===== config.mk =====
export PLATFORM = sky130hd
export DESIGN_NAME = uefc_endpoint_ctrl
export DESIGN_NICKNAME = d
export VERILOG_FILES = /design/src/shared/uefc_pkg.sv /design/src/design/uefc_endpoint_ctrl.sv
export SDC_FILE = /design/constraint.sdc
export NUM_CORES = 1
export LEC_CHECK = 0
export BUFFER_PORTS_ARGS = -buffer_cell sky130_fd_sc_hd__buf_2
export CORE_MARGIN = 1
export CORE_UTILIZATION = 54
export CTS_CLUSTER_DIAMETER = 50
export CTS_CLUSTER_SIZE = 8
export DETAILED_ROUTE_END_ITERATION = 10
export MAX_ROUTING_LAYER = met4
export PLACE_DENSITY = 0.77
export SLEW_MARGIN = 15
export SYNTH_ARGS = -nofsm -noshare
export SYNTH_HDL_FRONTEND = slang
export SYNTH_SLANG_ARGS = --single-unit

===== constraint.sdc =====
create_clock -name i_ref_clk -period 5.1 [get_ports i_ref_clk]
set_clock_uncertainty 0.2 [all_clocks]
set_input_delay 1.02 -clock i_ref_clk [delete_from_list [all_inputs] [get_ports i_ref_clk]]
set_output_delay 1.02 -clock i_ref_clk [all_outputs]
set_load 0.005 [all_outputs]

===== src/shared/uefc_pkg.sv =====
// Constants for the USB endpoint FIFO control block.
// Assumes a 32-bit APB slave; each register sits in one word at index*4.
package uefc_pkg;
    localparam int             ADDR_W       = 10;
    localparam int             EP_W         = 3;
    localparam int             SLOT_W       = 4;
    localparam int             NUM_EP       = 5;
    localparam int             NUM_SLOT     = 10;
    localparam int             SETUP_BYTES  = 8;
    localparam int             INT_W        = 4;
    // Register indices; byte address is four times the index
    localparam logic [7:0]     IDX_EP_SEL   = 8'hF0;
    localparam logic [7:0]     IDX_EP_CTRL  = 8'hF1;
    localparam logic [7:0]     IDX_PAIRING  = 8'hF2;
    localparam logic [7:0]     IDX_PKT_SIZE = 8'hF3;
    localparam logic [7:0]     IDX_LINK     = 8'hF4;
    localparam logic [7:0]     IDX_SETUP_IX = 8'hF5;
    localparam logic [7:0]     IDX_SETUP_V  = 8'hF6;
    localparam logic [7:0]     IDX_INT_STAT = 8'hF7;
    localparam logic [7:0]     IDX_INT_MASK = 8'hF8;
    // Field positions
    localparam int             CTRL_EN      = 3;
    localparam int             CTRL_STALL   = 2;
    localparam int             CTRL_TOG     = 1;
    localparam int             CTRL_BUSY    = 0;
    localparam int             SEL_DIR      = 7;
    localparam int             LINK_EN      = 0;
    localparam int             INT_IN_DONE  = 0;
    localparam int             INT_OUT_DONE = 1;
    localparam int             INT_SETUP    = 2;
    localparam int             INT_STALL    = 3;
    localparam logic [7:0]     CTRL_RESET   = 8'h08;
    localparam logic [6:0]     SIZE_RESET   = 7'h00;
    localparam logic [2:0]     EP_ODD_LO    = 3'h1;
    localparam logic [2:0]     EP_ODD_HI    = 3'h3;
    localparam logic [2:0]     EP_ONE       = 3'h1;
    localparam logic [2:0]     EP_TWO       = 3'h2;
    localparam logic [3:0]     IN_SLOT_BASE = 4'h5;

    typedef enum logic [1:0] {HS_ACK, HS_NAK, HS_STALL, HS_DATA} uefc_hs_t;

    function automatic logic [ADDR_W-1:0] addr_of(input logic [7:0] idx);
        addr_of = {idx, 2'b00};
    endfunction : addr_of
endpackage : uefc_pkg


===== src/design/uefc_endpoint_ctrl.sv =====
// Endpoint FIFO control: enables, stall, data toggles, FIFO pairing, setup buffer.
// Assumes the serial engine runs on i_ref_clk and gives one event pulse at a time.
//
// Behaviour
// - Endpoints 1-4 use own FIFOs or pair them for double buffering.
// - Four pair choices: IN 1+2, OUT 1+2, IN 3+4, OUT 3+4.
// - A pair is seen only through its odd FIFO; the even one serves only as its second buffer.
// - Each packet size write on a pair swaps the processor's buffer.
// - Engine uses one buffer of a pair while processor uses the other.
// - Unpaired IN answers NAK until loaded, then sends data.
// - Endpoint control acts on and reports the selected endpoint FIFO.
// - Control bit 3 enables the FIFO; all enabled after reset.
// - Control bit 2 set makes OUT packets, and IN tokens to an enabled FIFO, get STALL.
// - IN toggle picks DATA0/DATA1, flips only on a host ACK.
// - OUT toggle is the expected PID, flips on good OUT packet.
// - OUT with wrong toggle is a retry: ACK, no interrupt.
// - Engine off then on clears every toggle.
// - FIFO enable going 0 to 1 clears that FIFO's toggle.
// - Setup packet's eight bytes kept in a command buffer.
// - Index bits 2:0 choose which setup byte the value register shows.
`timescale 1ns/1ps
`default_nettype none
module uefc_endpoint_ctrl #(
    parameter int NUM_BYTES = uefc_pkg::SETUP_BYTES
) (
    input  wire logic                       i_ref_clk,      // 25 MHz clock
    input  wire logic                       i_rst,          // Sync reset, high
    input  wire logic                       i_ce,           // Clock enable
    input  wire logic                       i_psel,         // APB select
    input  wire logic                       i_penable,      // APB enable
    input  wire logic                       i_pwrite,       // APB write
    input  wire logic [uefc_pkg::ADDR_W-1:0] i_paddr,       // APB byte address
    input  wire logic [31:0]                i_pwdata,       // APB write data
    output logic [31:0]                     o_prdata,       // APB read data
    output logic                            o_pready,       // APB ready
    output logic                            o_pslverr,      // Unmapped address
    input  wire logic                       i_tok_in,       // IN token pulse
    input  wire logic                       i_in_ack,       // Host ACK after data
    input  wire logic                       i_rx_done,      // OUT/setup packet end
    input  wire logic                       i_rx_crc_ok,    // Packet CRC good
    input  wire logic                       i_rx_data1,     // Packet PID is DATA1
    input  wire logic                       i_rx_setup,     // Packet is setup data
    input  wire logic [uefc_pkg::EP_W-1:0]  i_ep,           // Endpoint of event
    input  wire logic                       i_rx_byte_valid,// Setup byte strobe
    input  wire logic [7:0]                 i_rx_byte,      // Setup byte
    output logic                            o_hs_valid,     // Answer pulse
    output logic [1:0]                      o_hs_code,      // Answer kind
    output logic                            o_tx_data1,     // Send DATA1 PID
    output logic [uefc_pkg::EP_W-1:0]       o_fifo_ep,      // Physical FIFO used
    output logic                            o_engine_en,    // Engine enable
    output logic                            o_irq           // Interrupt, high
);
    localparam int NS = uefc_pkg::NUM_SLOT;
    localparam logic [2:0] EP_ONE_W = uefc_pkg::EP_ONE;

    function automatic logic [uefc_pkg::SLOT_W-1:0] slot_of(input logic dir,
                                                            input logic [2:0] ep);
        slot_of = dir ? uefc_pkg::IN_SLOT_BASE + {1'b0, ep} : {1'b0, ep};
    endfunction : slot_of

    function automatic logic [1:0] pidx_of(input logic dir, input logic [2:0] ep);
        pidx_of = {ep > uefc_pkg::EP_TWO, ~dir};
    endfunction : pidx_of

    // Pairing bits: 0 IN 1+2, 1 OUT 1+2, 2 IN 3+4, 3 OUT 3+4
    function automatic logic paired_of(input logic [3:0] pr, input logic dir,
                                       input logic [2:0] ep);
        paired_of = (ep != 3'h0) && (ep < 3'(uefc_pkg::NUM_EP)) && pr[pidx_of(dir, ep)];
    endfunction : paired_of

    logic [7:0]        ep_sel;
    logic [3:0]        pairing;
    logic [6:0]        pkt_size;
    logic              eng_en;
    logic [2:0]        setup_ix;
    logic [3:0]        int_stat;
    logic [3:0]        int_mask;
    logic [NS-1:0]     en, stall, tog, busy;
    logic [3:0]        cpu_sel, sie_sel;
    logic [7:0]        setup_buf [NUM_BYTES];
    logic [2:0]        setup_cnt;

    // Bus decode
    wire hit_sel  = i_paddr == uefc_pkg::addr_of(uefc_pkg::IDX_EP_SEL);
    wire hit_ctrl = i_paddr == uefc_pkg::addr_of(uefc_pkg::IDX_EP_CTRL);
    wire hit_pair = i_paddr == uefc_pkg::addr_of(uefc_pkg::IDX_PAIRING);
    wire hit_size = i_paddr == uefc_pkg::addr_of(uefc_pkg::IDX_PKT_SIZE);
    wire hit_link = i_paddr == uefc_pkg::addr_of(uefc_pkg::IDX_LINK);
    wire hit_six  = i_paddr == uefc_pkg::addr_of(uefc_pkg::IDX_SETUP_IX);
    wire hit_sval = i_paddr == uefc_pkg::addr_of(uefc_pkg::IDX_SETUP_V);
    wire hit_ist  = i_paddr == uefc_pkg::addr_of(uefc_pkg::IDX_INT_STAT);
    wire hit_imk  = i_paddr == uefc_pkg::addr_of(uefc_pkg::IDX_INT_MASK);
    wire mapped   = hit_sel | hit_ctrl | hit_pair | hit_size | hit_link
                  | hit_six | hit_sval | hit_ist | hit_imk;
    wire setup_ph = i_psel & ~i_penable;
    wire wr       = i_psel & i_penable & o_pready & i_pwrite & mapped;
    wire [7:0] wd = i_pwdata[7:0];

    // Processor side view of the selected endpoint
    wire       c_dir    = ep_sel[uefc_pkg::SEL_DIR];
    wire [2:0] c_ep     = ep_sel[2:0];
    wire       c_valid  = c_ep < 3'(uefc_pkg::NUM_EP);
    wire       c_odd    = (c_ep == uefc_pkg::EP_ODD_LO) || (c_ep == uefc_pkg::EP_ODD_HI);
    wire       c_pair   = paired_of(pairing, c_dir, c_ep);
    wire       c_block  = ~c_valid | (c_pair & ~c_odd);
    wire [1:0] c_pidx   = pidx_of(c_dir, c_ep);
    wire [2:0] c_pep    = (c_pair & cpu_sel[c_pidx]) ? c_ep + EP_ONE_W : c_ep;
    wire [3:0] c_slot   = slot_of(c_dir, c_ep);
    wire [3:0] c_phys   = slot_of(c_dir, c_pep);
    wire       wr_ctrl  = wr & hit_ctrl & ~c_block;
    wire       wr_size  = wr & hit_size & ~c_block;

    // Engine side view of the event endpoint
    wire       e_dir    = i_tok_in | i_in_ack;
    wire       e_valid  = i_ep < 3'(uefc_pkg::NUM_EP);
    wire       e_odd    = (i_ep == uefc_pkg::EP_ODD_LO) || (i_ep == uefc_pkg::EP_ODD_HI);
    wire       e_pair   = paired_of(pairing, e_dir, i_ep);
    wire       e_ok     = e_valid & ~(e_pair & ~e_odd);
    wire [1:0] e_pidx   = pidx_of(e_dir, i_ep);
    wire [2:0] e_pep    = (e_pair & sie_sel[e_pidx]) ? i_ep + EP_ONE_W : i_ep;
    wire [3:0] e_slot   = slot_of(e_dir, i_ep);
    wire [3:0] e_phys   = slot_of(e_dir, e_pep);
    wire       out_pkt  = i_rx_done & i_rx_crc_ok & ~i_rx_setup & e_ok;
    wire       out_retx = out_pkt & ~stall[e_slot] & en[e_slot]
                        & (i_rx_data1 != tog[e_slot]);
    wire       out_take = out_pkt & ~stall[e_slot] & en[e_slot] & ~out_retx
                        & ~busy[e_phys];
    wire       in_done  = i_in_ack & e_ok & busy[e_phys];
    wire       setup_ok = i_rx_done & i_rx_crc_ok & i_rx_setup;
    wire       stalled  = ((i_tok_in & e_ok) | out_pkt) & stall[e_slot];
    wire       restart  = wr & hit_link & wd[uefc_pkg::LINK_EN] & ~eng_en;

    // Answer to the serial engine
    logic      next_hs_valid;
    uefc_pkg::uefc_hs_t next_hs;
    always_comb begin
        next_hs_valid = 1'b0;
        next_hs       = uefc_pkg::HS_NAK;
        if (i_tok_in) begin
            next_hs_valid = 1'b1;
            if (!e_ok || !en[e_slot])
                next_hs = uefc_pkg::HS_NAK;
            else if (stall[e_slot])
                next_hs = uefc_pkg::HS_STALL;
            else if (busy[e_phys])
                next_hs = uefc_pkg::HS_DATA;
            else
                next_hs = uefc_pkg::HS_NAK;
        end else if (setup_ok) begin
            next_hs_valid = 1'b1;
            next_hs       = uefc_pkg::HS_ACK;
        end else if (i_rx_done && i_rx_crc_ok) begin
            next_hs_valid = 1'b1;
            if (stalled)
                next_hs = uefc_pkg::HS_STALL;
            else if (out_retx || out_take)
                next_hs = uefc_pkg::HS_ACK;
            else
                next_hs = uefc_pkg::HS_NAK;
        end
    end

    // Per-FIFO state; engine events override a same-cycle control or size write; a restart wins over both
    logic [NS-1:0] next_en, next_stall, next_tog, next_busy;
    logic [3:0]    next_cpu_sel, next_sie_sel;
    always_comb begin
        next_en      = en;
        next_stall   = stall;
        next_tog     = tog;
        next_busy    = busy;
        next_cpu_sel = cpu_sel;
        next_sie_sel = sie_sel;
        if (wr_ctrl) begin
            next_en[c_slot]    = wd[uefc_pkg::CTRL_EN];
            next_stall[c_slot] = wd[uefc_pkg::CTRL_STALL];
            next_tog[c_slot]   = wd[uefc_pkg::CTRL_TOG];
            if (wd[uefc_pkg::CTRL_EN] && !en[c_slot])
                next_tog[c_slot] = 1'b0;
        end
        if (wr_size) begin
            next_busy[c_phys] = c_dir;  // IN: loaded, OUT: released
            if (c_pair)
                next_cpu_sel[c_pidx] = ~cpu_sel[c_pidx];
        end
        if (out_take || in_done) begin
            next_busy[e_phys] = out_take;
            next_tog[e_slot]  = ~tog[e_slot];
            if (e_pair)
                next_sie_sel[e_pidx] = ~sie_sel[e_pidx];
        end
        if (restart)
            next_tog = '0;
    end

    wire [3:0] int_set = {stalled, setup_ok, out_take, in_done};

    // Register read mux
    logic [7:0] rd;
    always_comb begin
        rd = 8'h00;
        if (hit_sel)  rd = ep_sel;
        if (hit_ctrl && !c_block)
            rd = {4'h0, en[c_slot], stall[c_slot], tog[c_slot], busy[c_phys]};
        if (hit_pair) rd = {4'h0, pairing};
        if (hit_size) rd = {1'b0, pkt_size};
        if (hit_link) rd = {7'h00, eng_en};
        if (hit_six)  rd = {5'h00, setup_ix};
        if (hit_sval) rd = setup_buf[setup_ix];
        if (hit_ist)  rd = {4'h0, int_stat};
        if (hit_imk)  rd = {4'h0, int_mask};
    end

    // Bus slave: one wait-free access phase after each setup cycle
    always_ff @(posedge i_ref_clk) begin
        if (i_rst) begin
            o_pready  <= 1'b0;
            o_pslverr <= 1'b0;
            o_prdata  <= 32'h0000_0000;
        end else if (i_ce) begin
            o_pready  <= setup_ph;
            o_pslverr <= setup_ph & ~mapped;
            if (setup_ph)
                o_prdata <= {24'h00_0000, rd};
        end
    end

    // Software registers
    always_ff @(posedge i_ref_clk) begin
        if (i_rst) begin
            ep_sel   <= 8'h00;
            pairing  <= 4'h0;
            pkt_size <= uefc_pkg::SIZE_RESET;
            eng_en   <= 1'b0;
            setup_ix <= 3'h0;
            int_mask <= 4'h0;
        end else if (i_ce && wr) begin
            if (hit_sel)  ep_sel   <= {wd[uefc_pkg::SEL_DIR], 4'h0, wd[2:0]};
            if (hit_pair) pairing  <= wd[3:0];
            if (hit_size) pkt_size <= wd[6:0];
            if (hit_link) eng_en   <= wd[uefc_pkg::LINK_EN];
            if (hit_six)  setup_ix <= wd[2:0];
            if (hit_imk)  int_mask <= wd[3:0];
        end
    end

    // Endpoint state, reset leaves every FIFO enabled
    always_ff @(posedge i_ref_clk) begin
        if (i_rst) begin
            en      <= '1;
            stall   <= '0;
            tog     <= '0;
            busy    <= '0;
            cpu_sel <= 4'h0;
            sie_sel <= 4'h0;
        end else if (i_ce) begin
            en      <= next_en;
            stall   <= next_stall;
            tog     <= next_tog;
            busy    <= next_busy;
            cpu_sel <= next_cpu_sel;
            sie_sel <= next_sie_sel;
        end
    end

    // Setup bytes land in arrival order; the counter rearms at packet end
    always_ff @(posedge i_ref_clk) begin
        if (i_rst) begin
            setup_cnt <= 3'h0;
        end else if (i_ce) begin
            if (i_rx_done)
                setup_cnt <= 3'h0;
            else if (i_rx_byte_valid && i_rx_setup)
                setup_cnt <= setup_cnt + 3'h1;
        end
    end

    // Cleared on reset so the value register reads zero before any setup packet
    always_ff @(posedge i_ref_clk) begin
        if (i_rst) begin
            for (int k = 0; k < NUM_BYTES; k++)
                setup_buf[k] <= 8'h00;
        end else if (i_ce) begin
            if (i_rx_byte_valid && i_rx_setup)
                setup_buf[setup_cnt] <= i_rx_byte;
            else if (wr && hit_sval)
                setup_buf[setup_ix] <= wd;
        end
    end

    // Interrupts: sticky, write one to clear, a new event wins over the clear
    always_ff @(posedge i_ref_clk) begin
        if (i_rst) begin
            int_stat <= 4'h0;
            o_irq    <= 1'b0;
        end else if (i_ce) begin
            int_stat <= (int_stat & ~((wr & hit_ist) ? wd[3:0] : 4'h0)) | int_set;
            o_irq    <= |(int_stat & int_mask);
        end
    end

    // Engine outputs
    always_ff @(posedge i_ref_clk) begin
        if (i_rst) begin
            o_hs_valid  <= 1'b0;
            o_hs_code   <= 2'h0;
            o_tx_data1  <= 1'b0;
            o_fifo_ep   <= 3'h0;
            o_engine_en <= 1'b0;
        end else if (i_ce) begin
            o_hs_valid  <= next_hs_valid;
            o_hs_code   <= next_hs;
            o_tx_data1  <= tog[e_slot];
            o_fifo_ep   <= e_pep;
            o_engine_en <= eng_en;
        end
    end
endmodule : uefc_endpoint_ctrl
`default_nettype wire


==> key figures, run 1 <==
Run status
  • Status: finished with violations
  • Failing checks: design-rule violations

Place
  • RePlAce Congestion: between 0.9 and 1
  • Placed cells: roughly 1400
  • Post-Place Cell Area: 10790 um2
  • I/O Buffers: 60
  • DP Worst Slack: -0.05579 ns
  • Dpl hpwl: 20290 um

Synth
  • Register area share after synthesis: 0.3886
  • Cell count after synthesis: about 1100
  • Ys Warns: 0
  • Top FF cell, synth: dfxtp_1
  • EDFF count, synth: 64
  • #FFs+latches synth: between 150 and 200
  • Mapped Area: between 10000 and 15000 um2
  • Post-synth ARST share: 0
  • Syn Area/Cell: roughly 9 um2
  • Count of unique library cells instantiated by Yosys: 87

GRT
  • Vias in the first global route: roughly 8600
  • First-pass GRT wire length: 45850 um
  • GRT Residual Overflow: 0
  • Global Route Usage Sum: 0.3156
  • Largest net degree at the start of global routing: 68
  • Initial antenna violation count: 0

Clocking
  • CTS H-Tree Depth: 4
  • Post-CTS Resized: 0
  • Total clock sinks: approximately 160
  • Clock latency on the worst-skew pair: between 0.4 and 0.5 ns
  • Hold-fix buffers at CTS: 0
  • CTS buffer count: 17
  • CTS tree: built
  • Clock transition at path regs: ~0.07 ns
  • Root Buffer: clkbuf_16
  • # Post-CTS Setup Buffers: 0
  • Max Buffers Root-to-Sink: 2

Final layout
  • P&R area growth vs syn: 12.89%
  • Layout cells sized above 1: 0.1832
  • Final Non-Filler Cells: between 1000 and 1500
  • ANT cells: 0
  • Final Cell Area: ~11000 um2
  • Final #Nets: ~1300

STA
  • # setup viols final: 0
  • Slew @ Worst Pin: 0.7955 ns
  • Final hold vios: 0
  • F_max: about 210 MHz
  • Tmin final: approximately 4.8 ns
  • Slew HR: 0.4545
  • Unrepaired setup endpoints after global routing: no
  • Hold WS: ~0.26 ns
  • Fin crit share: 0.9320
  • Setup WS post-layout: between 0.3 and 0.4 ns
  • Max Slew Vio Count: 0

Worst setup path
  • Data required, critical path: about 5.2 ns
  • Crit. End Element: flop
  • Critical Path Max Stage Delay: approximately 0.57 ns
  • Data arrival, critical path: just under 5 ns
  • R2R Path End: busy[3]
  • Crit path cell chain: buf_2 > inv_1 > buf_4 > ha_1 > a21oi_1 > nand3_2 > mux2i_2 > inv_1 > ha_1 > o21bai_1 > nor2_1 > and4_1 > a211oi_2 > buf_12 > or4_4 > a31o_2 > buf_4 > o311ai_0 > a31oi_1
  • WS Path Type: input port to flop
  • Critical path's slowest cell: or4_4
  • Worst reg2reg path startpoint: pairing[1]
  • Reg2Reg Depth: 16
  • R2R setup slack: 0.70 ns
  • Critical Path Fanout Max: 9
  • Critical Path Source Type: input port

Die
  • Core ar.: approximately 18000 um2
  • Initial Util: 0.5565
  • Total die area: about 19000 um2
  • Die width: between 100 and 150 um
  • Top Ports: ~110
  • Die span in y: 138.8 um
  • Std cell rows: roughly 50

Power and ir drop
  • Max VDD drop: approximately 340 uV
  • Clock network fraction of design power: 0.429
  • Pint: around 2.2 mW
  • Switching part of the total: 0.2912
  • Power Total: between 3 and 4 mW
  • Comb pwr share: 0.114
  • Seq pwr share: 0.457
  • P_leak: 4.156 nW
  • Switch Pwr: roughly 0.9 mW
  • P per Cell Area: around 270 nW/um2

Min path
  • Hold depth: 2
  • Hold WC Path Type: flop to flop
  • Hold Path Origin: pkt_size[4]
  • Hold EP: pkt_size[4]

Routing
  • DRC: 10
  • Wirelength per Cell: a little over 20 um
  • 1st-iter DRT viols: 828
  • DRT Pass-1 Iters: 9
  • Routed vias/inst: between 6 and 7
  • Post-Route WL: 29320 um
  • Via count: 9272
  • DRT antenna net count: 0

Run
  • Max-cap violation count: 0
layout make-up:
cell class	count	area (um2)
Clock buffer	17	425.4
Clock inverter	15	181.4
Fill cell	1557	6748
Inverter	17	63.81
Multi-Input combinational cell	875	5793
Sequential cell	164	3924
Tap cell	229	286.5
Timing Repair Buffer	113	725.7
power by group through the flow:
stage	Clock [mW]	Sequential [mW]	Combinational (mW)
after floorplan	0	1.42	0.232
after global placement	0	1.43	0.335
after detailed placement	0	1.43	0.339
after CTS	1.32	1.40	0.342
after global routing	1.37	1.40	0.374
final	1.32	1.40	0.349
how the worst max path moves through the flow:
stage | from | endpoint | slack, ns | depth (start not counted)
floorplan | i_ep[0] | busy[5] | 0.003 | 19
global placement | i_ep[0] | busy[3] | 0.03 | 19
detailed placement | i_ep[0] | tog[2] | -0.06 | 18
CTS | i_ep[0] | busy[3] | 0.36 | 19
global route | i_ep[0] | tog[2] | 0.11 | 18
finish | i_ep[0] | busy[3] | 0.35 | 19
cells in the final DEF (no fill, tap or decap), types with 25 or more instances in the layout:
cell,n
a21oi_1,67
a22oi_1,28
buf_2,59
buf_4,52
dfxtp_1,100
edfxtp_1,64
mux2i_1,47
mux4_2,25
nand2_1,108
nand3_1,39
nor2_1,157
o21ai_0,42
sequential cells by signal, indices dropped and copies added, names as in the netlist, 4 cells and up, named ones only:
| name | cells |
|---|---|
| en | 10 |
| pkt_size | 7 |
| busy | 10 |
| o_prdata | 8 |
| sie_sel | 4 |
| pairing | 4 |
| int_stat | 4 |
| setup_buf | 64 |
| ep_sel | 4 |
| tog | 10 |
| stall | 10 |
| int_mask | 4 |
| cpu_sel | 4 |
routing by layer:
metal,vias up,global-route usage,wire length [um]
met5,-,-,0
met4,0,0.1257,954
met3,88,0.05421,2544
met2,489,0.5178,14210
met1,4409,0.3883,11610
li1,4286,-,-
cell usage after synthesis (all sizes together) (9+ instances only):
cell type / number / area, um2
o22ai: 13 / 81.33
edfxtp: 64 / 1922
nor2b: 23 / 143.9
buf: 43 / 274.0
a22oi: 28 / 210.2
nor3: 23 / 115.1
nand3: 40 / 205.2
a21oi: 67 / 335.3
nand4: 13 / 87.58
o21ai: 44 / 224.0
and3: 19 / 118.9
dfxtp: 100 / 2002
clkbuf: 46 / 172.7
nand2: 108 / 405.4
a211o: 13 / 113.9
mux4: 25 / 563.0
mux2i: 48 / 480.5
a311oi: 9 / 78.83
inv: 15 / 56.30
nor2: 158 / 595.6
xnor2: 9 / 78.83
mux2: 24 / 270.3
nand2b: 17 / 106.4
ha: 9 / 112.6
a211oi: 16 / 125.1
worst max-delay path, delay by kind of cell:
| kind | cells | cell delay (ns) |
|---|---|---|
| buffers and inverters | 6 | 0.71 |
| AND/OR/NAND/NOR | 4 | 1.16 |
| adder cells (fa/ha/maj) | 2 | 0.38 |
| AO/OA/AOI/OAI | 6 | 1.34 |
| multiplexers | 1 | 0.22 |
cells by family (layout without fill, tap and decap cells):
group	after synthesis	count (layout)	share of synthesized area
compound gates	271	271	0.1873
fa+ha+maj	9	9	0.01115
buf+inv	106	162	0.05055
simple gates	462	462	0.2215
flops	164	164	0.3886
mux	97	97	0.1301
other cells	1	24	0.0003713
xor+xnor	12	12	0.01041
per-stage QoR:
step,setup TNS [ns],util
floorplan,0,-
global placement,0,0.5947
detailed placement,-0.09052,0.5947
CTS,0,0.6282
global route,0,0.6282
finish,0,0.6282
No activity file was read; power rests on OpenSTA's default activity.
==> inputs of run 2 (changes only) <==
- PLACE_DENSITY: 0.77 -> unset
- PLACE_DENSITY_LB_ADDON: unset -> 0.25
==> key figures, run 2 (same netlist as run 1, synthesis figures left out) <==
Min path
  • Hold WC Path Type: flop to flop (unchanged)
  • Hold Path Origin: pkt_size[6] (was pkt_size[4])
  • Hold depth: 2 (unchanged)

Place
  • RePlAce Congestion: 0.9294 (was 0.9938)
  • Dpl hpwl: 20030 um (was 20290 um)
  • DP Worst Slack: -0.05054 ns (was -0.05579 ns)
  • I/O Buffers: 60 (unchanged)

Power and ir drop
  • Seq pwr share: 0.460 (was 0.457)
  • Max VDD drop: 231.7 uV (was 337.5 uV)
  • Switching part of the total: 0.2867 (was 0.2912)
  • P_leak: 4.111 nW (was 4.156 nW)
  • Clock network fraction of design power: 0.430 (was 0.429)
  • Comb pwr share: 0.111 (was 0.114)
  • Pint: 2.174 mW (was 2.175 mW)
  • Switch Pwr: 0.8737 mW (was 0.8934 mW)
  • P per Cell Area: 269.0 nW/um2 (was 269.1 nW/um2)

Worst setup path
  • Crit. Startpoint: i_ep[0] (unchanged)
  • Reg2Reg Depth: 12 (was 16)
  • Data required, critical path: 5.26 ns (was 5.18 ns)
  • WS Path Type: input port to flop (unchanged)
  • Worst reg2reg path startpoint: ep_sel[0] (was pairing[1])
  • Data arrival, critical path: 4.89 ns (was 4.84 ns)
  • Critical Path Source Type: input port (unchanged)
  • Crit. End Element: flop (unchanged)
  • Critical Path Fanout Max: 4 (was 9)

Clocking
  • CTS H-Tree Depth: 4 (unchanged)
  • Clock latency on the worst-skew pair: 0.44 ns (about the same)
  • Root Buffer: clkbuf_16 (unchanged)
  • CTS buffer count: 17 (unchanged)
  • Total clock sinks: 164 (unchanged)
  • Post-CTS Resized: 0 (unchanged)
  • Hold-fix buffers at CTS: 0 (unchanged)
  • Clock transition at path regs: 0.07 ns (about the same)
  • CTS tree: built (unchanged)
  • # Post-CTS Setup Buffers: 0 (unchanged)
  • Max Buffers Root-to-Sink: 2 (unchanged)

STA
  • F_max: 211.4 MHz (was 210.4 MHz)
  • Max Slew Vio Count: 0 (unchanged)
  • Slew HR: 0.3758 (was 0.4545)
  • Setup TNS: 0 ns (unchanged)
  • Final hold vios: 0 (unchanged)
  • Unrepaired setup endpoints after global routing: no (unchanged)
  • Slew @ Worst Pin: 0.9103 ns (was 0.7955 ns)
  • Fin crit share: 0.9274 (was 0.9320)
  • Setup WS post-layout: 0.3702 ns (was 0.3468 ns)
  • # setup viols final: 0 (unchanged)
  • Tmin final: 4.730 ns (was 4.753 ns)

Final layout
  • Final #Nets: 1254 (was 1263)
  • Max reg flops: 64 (unchanged)
  • Biggest register: setup_buf (unchanged)
  • Most frequent cells in the layout: 156 x nor2_1, 108 x nand2_1, 100 x dfxtp_1 (was 157 x nor2_1, 108 x nand2_1, 100 x dfxtp_1)
  • P&R area growth vs syn: 12.22% (was 12.89%)
  • Most common cell after layout, fill and taps aside: nor2_1 (unchanged)
  • Layout cells sized above 1: 0.1779 (was 0.1832)
  • ANT cells: 0 (unchanged)
  • Filler cells: 1526 (was 1557)

Die
  • Std cell rows: 49 (unchanged)
  • Die span in y: 138.8 um (unchanged)
  • Die width: 138.8 um (unchanged)
  • Core ar.: 18150 um2 (unchanged)
  • Initial Util: 0.5565 (unchanged)
  • Top Ports: 109 (unchanged)
  • Total die area: 19250 um2 (unchanged)

GRT
  • Largest net degree at the start of global routing: 78 (was 68)
  • GRT Residual Overflow: 0 (unchanged)
  • Initial antenna violation count: 0 (unchanged)
  • Vias in the first global route: 8428 (was 8639)
  • Global Route Usage Sum: 0.3020 (was 0.3156)
  • First-pass GRT wire length: 44590 um (was 45850 um)

Routing
  • DRT Pass-1 Iters: 8 (was 9)
  • Routed vias/inst: 6.448 (was 6.484)
  • DRT antenna net count: 0 (unchanged)
  • 1st-iter DRT viols: 923 (was 828)
  • Via count: 9162 (was 9272)
  • Post-Route WL: 28180 um (was 29320 um)
  • Wirelength per Cell: 19.83 um (was 20.50 um)
  • DRC: 10 (unchanged)

Run
  • Max-cap violation count: 0 (unchanged)

Run status
  • Status: finished with violations (unchanged)
  • Failing checks: design-rule violations (unchanged)
run 2: cell types whose count changed in the layout (fill, tap and decap cells not counted), sizes merged:
cell,delta
buf,-9
run 2: final timing paths:
| kind | end | slack [ns] |
|---|---|---|
| max reg2reg | o_prdata[0] | 0.78 |
| min | pkt_size[6] | 0.26 |
| max | tog[3] | 0.37 |
| min reg2reg | pkt_size[6] | 0.26 |
run 2: cell type report:
| cell class | instances | area [um2] | share of cell area |
|---|---|---|---|
| multi-input cells | 875 | 5796 | 0.5114 |
| flip-flops and latches | 164 | 3924 | 0.3463 |
| repair buffers | 104 | 645.6 | 0.05697 |
| clock buffers | 17 | 425.4 | 0.03754 |
| well taps | 229 | 286.5 | 0.02528 |
| clock inverters | 15 | 191.4 | 0.01689 |
| inverters | 17 | 63.81 | 0.005631 |
run 2: power by group through the flow:
stage / combinational, mW / sequential [mW] / clock [mW]
after detailed placement: 0.330 / 1.43 / 0
final: 0.338 / 1.40 / 1.31
after global routing: 0.363 / 1.40 / 1.37
after CTS: 0.331 / 1.40 / 1.32
after global placement: 0.326 / 1.43 / 0
after floorplan: 0.232 / 1.42 / 0
run 2: per-stage QoR:
step	utilization	power (mW)	std cells	cell area, um2	hold WS (ns)
3_5_place_dp	0.5903	1.760	1389	10710	0.2501
2_1_floorplan	-	1.657	1145	10230	0.2364
5_1_grt	0.6244	3.140	1421	11330	0.2835
4_1_cts	0.6243	3.054	1421	11330	0.2604
6_report	0.6244	3.048	1421	11330	0.2606
3_3_place_gp	0.5903	1.755	1389	10710	0.2432
run 2: metal layers:
layer	GRT usage	up-vias	wire length, um
li1	-	4269	-
met1	0.3989	4418	12410
met2	0.4748	420	13350
met3	0.04523	55	1818
met4	0.1047	0	597
met5	-	-	0
run 2: worst max-delay path: stages:
cell and delay, ns:
buf_2 0.10, inv_1 0.05, buf_4 0.14, ha_1 0.20, a21oi_1 0.24, nand3_2 0.18
xnor2_1 0.28, ha_1 0.20, o21bai_1 0.12, nor2_1 0.07, and4_1 0.24, a211oi_2 0.40
mux2_4 0.35, o2111ai_4 0.27, nand4_4 0.17, a2111oi_0 0.60, mux2i_1 0.24
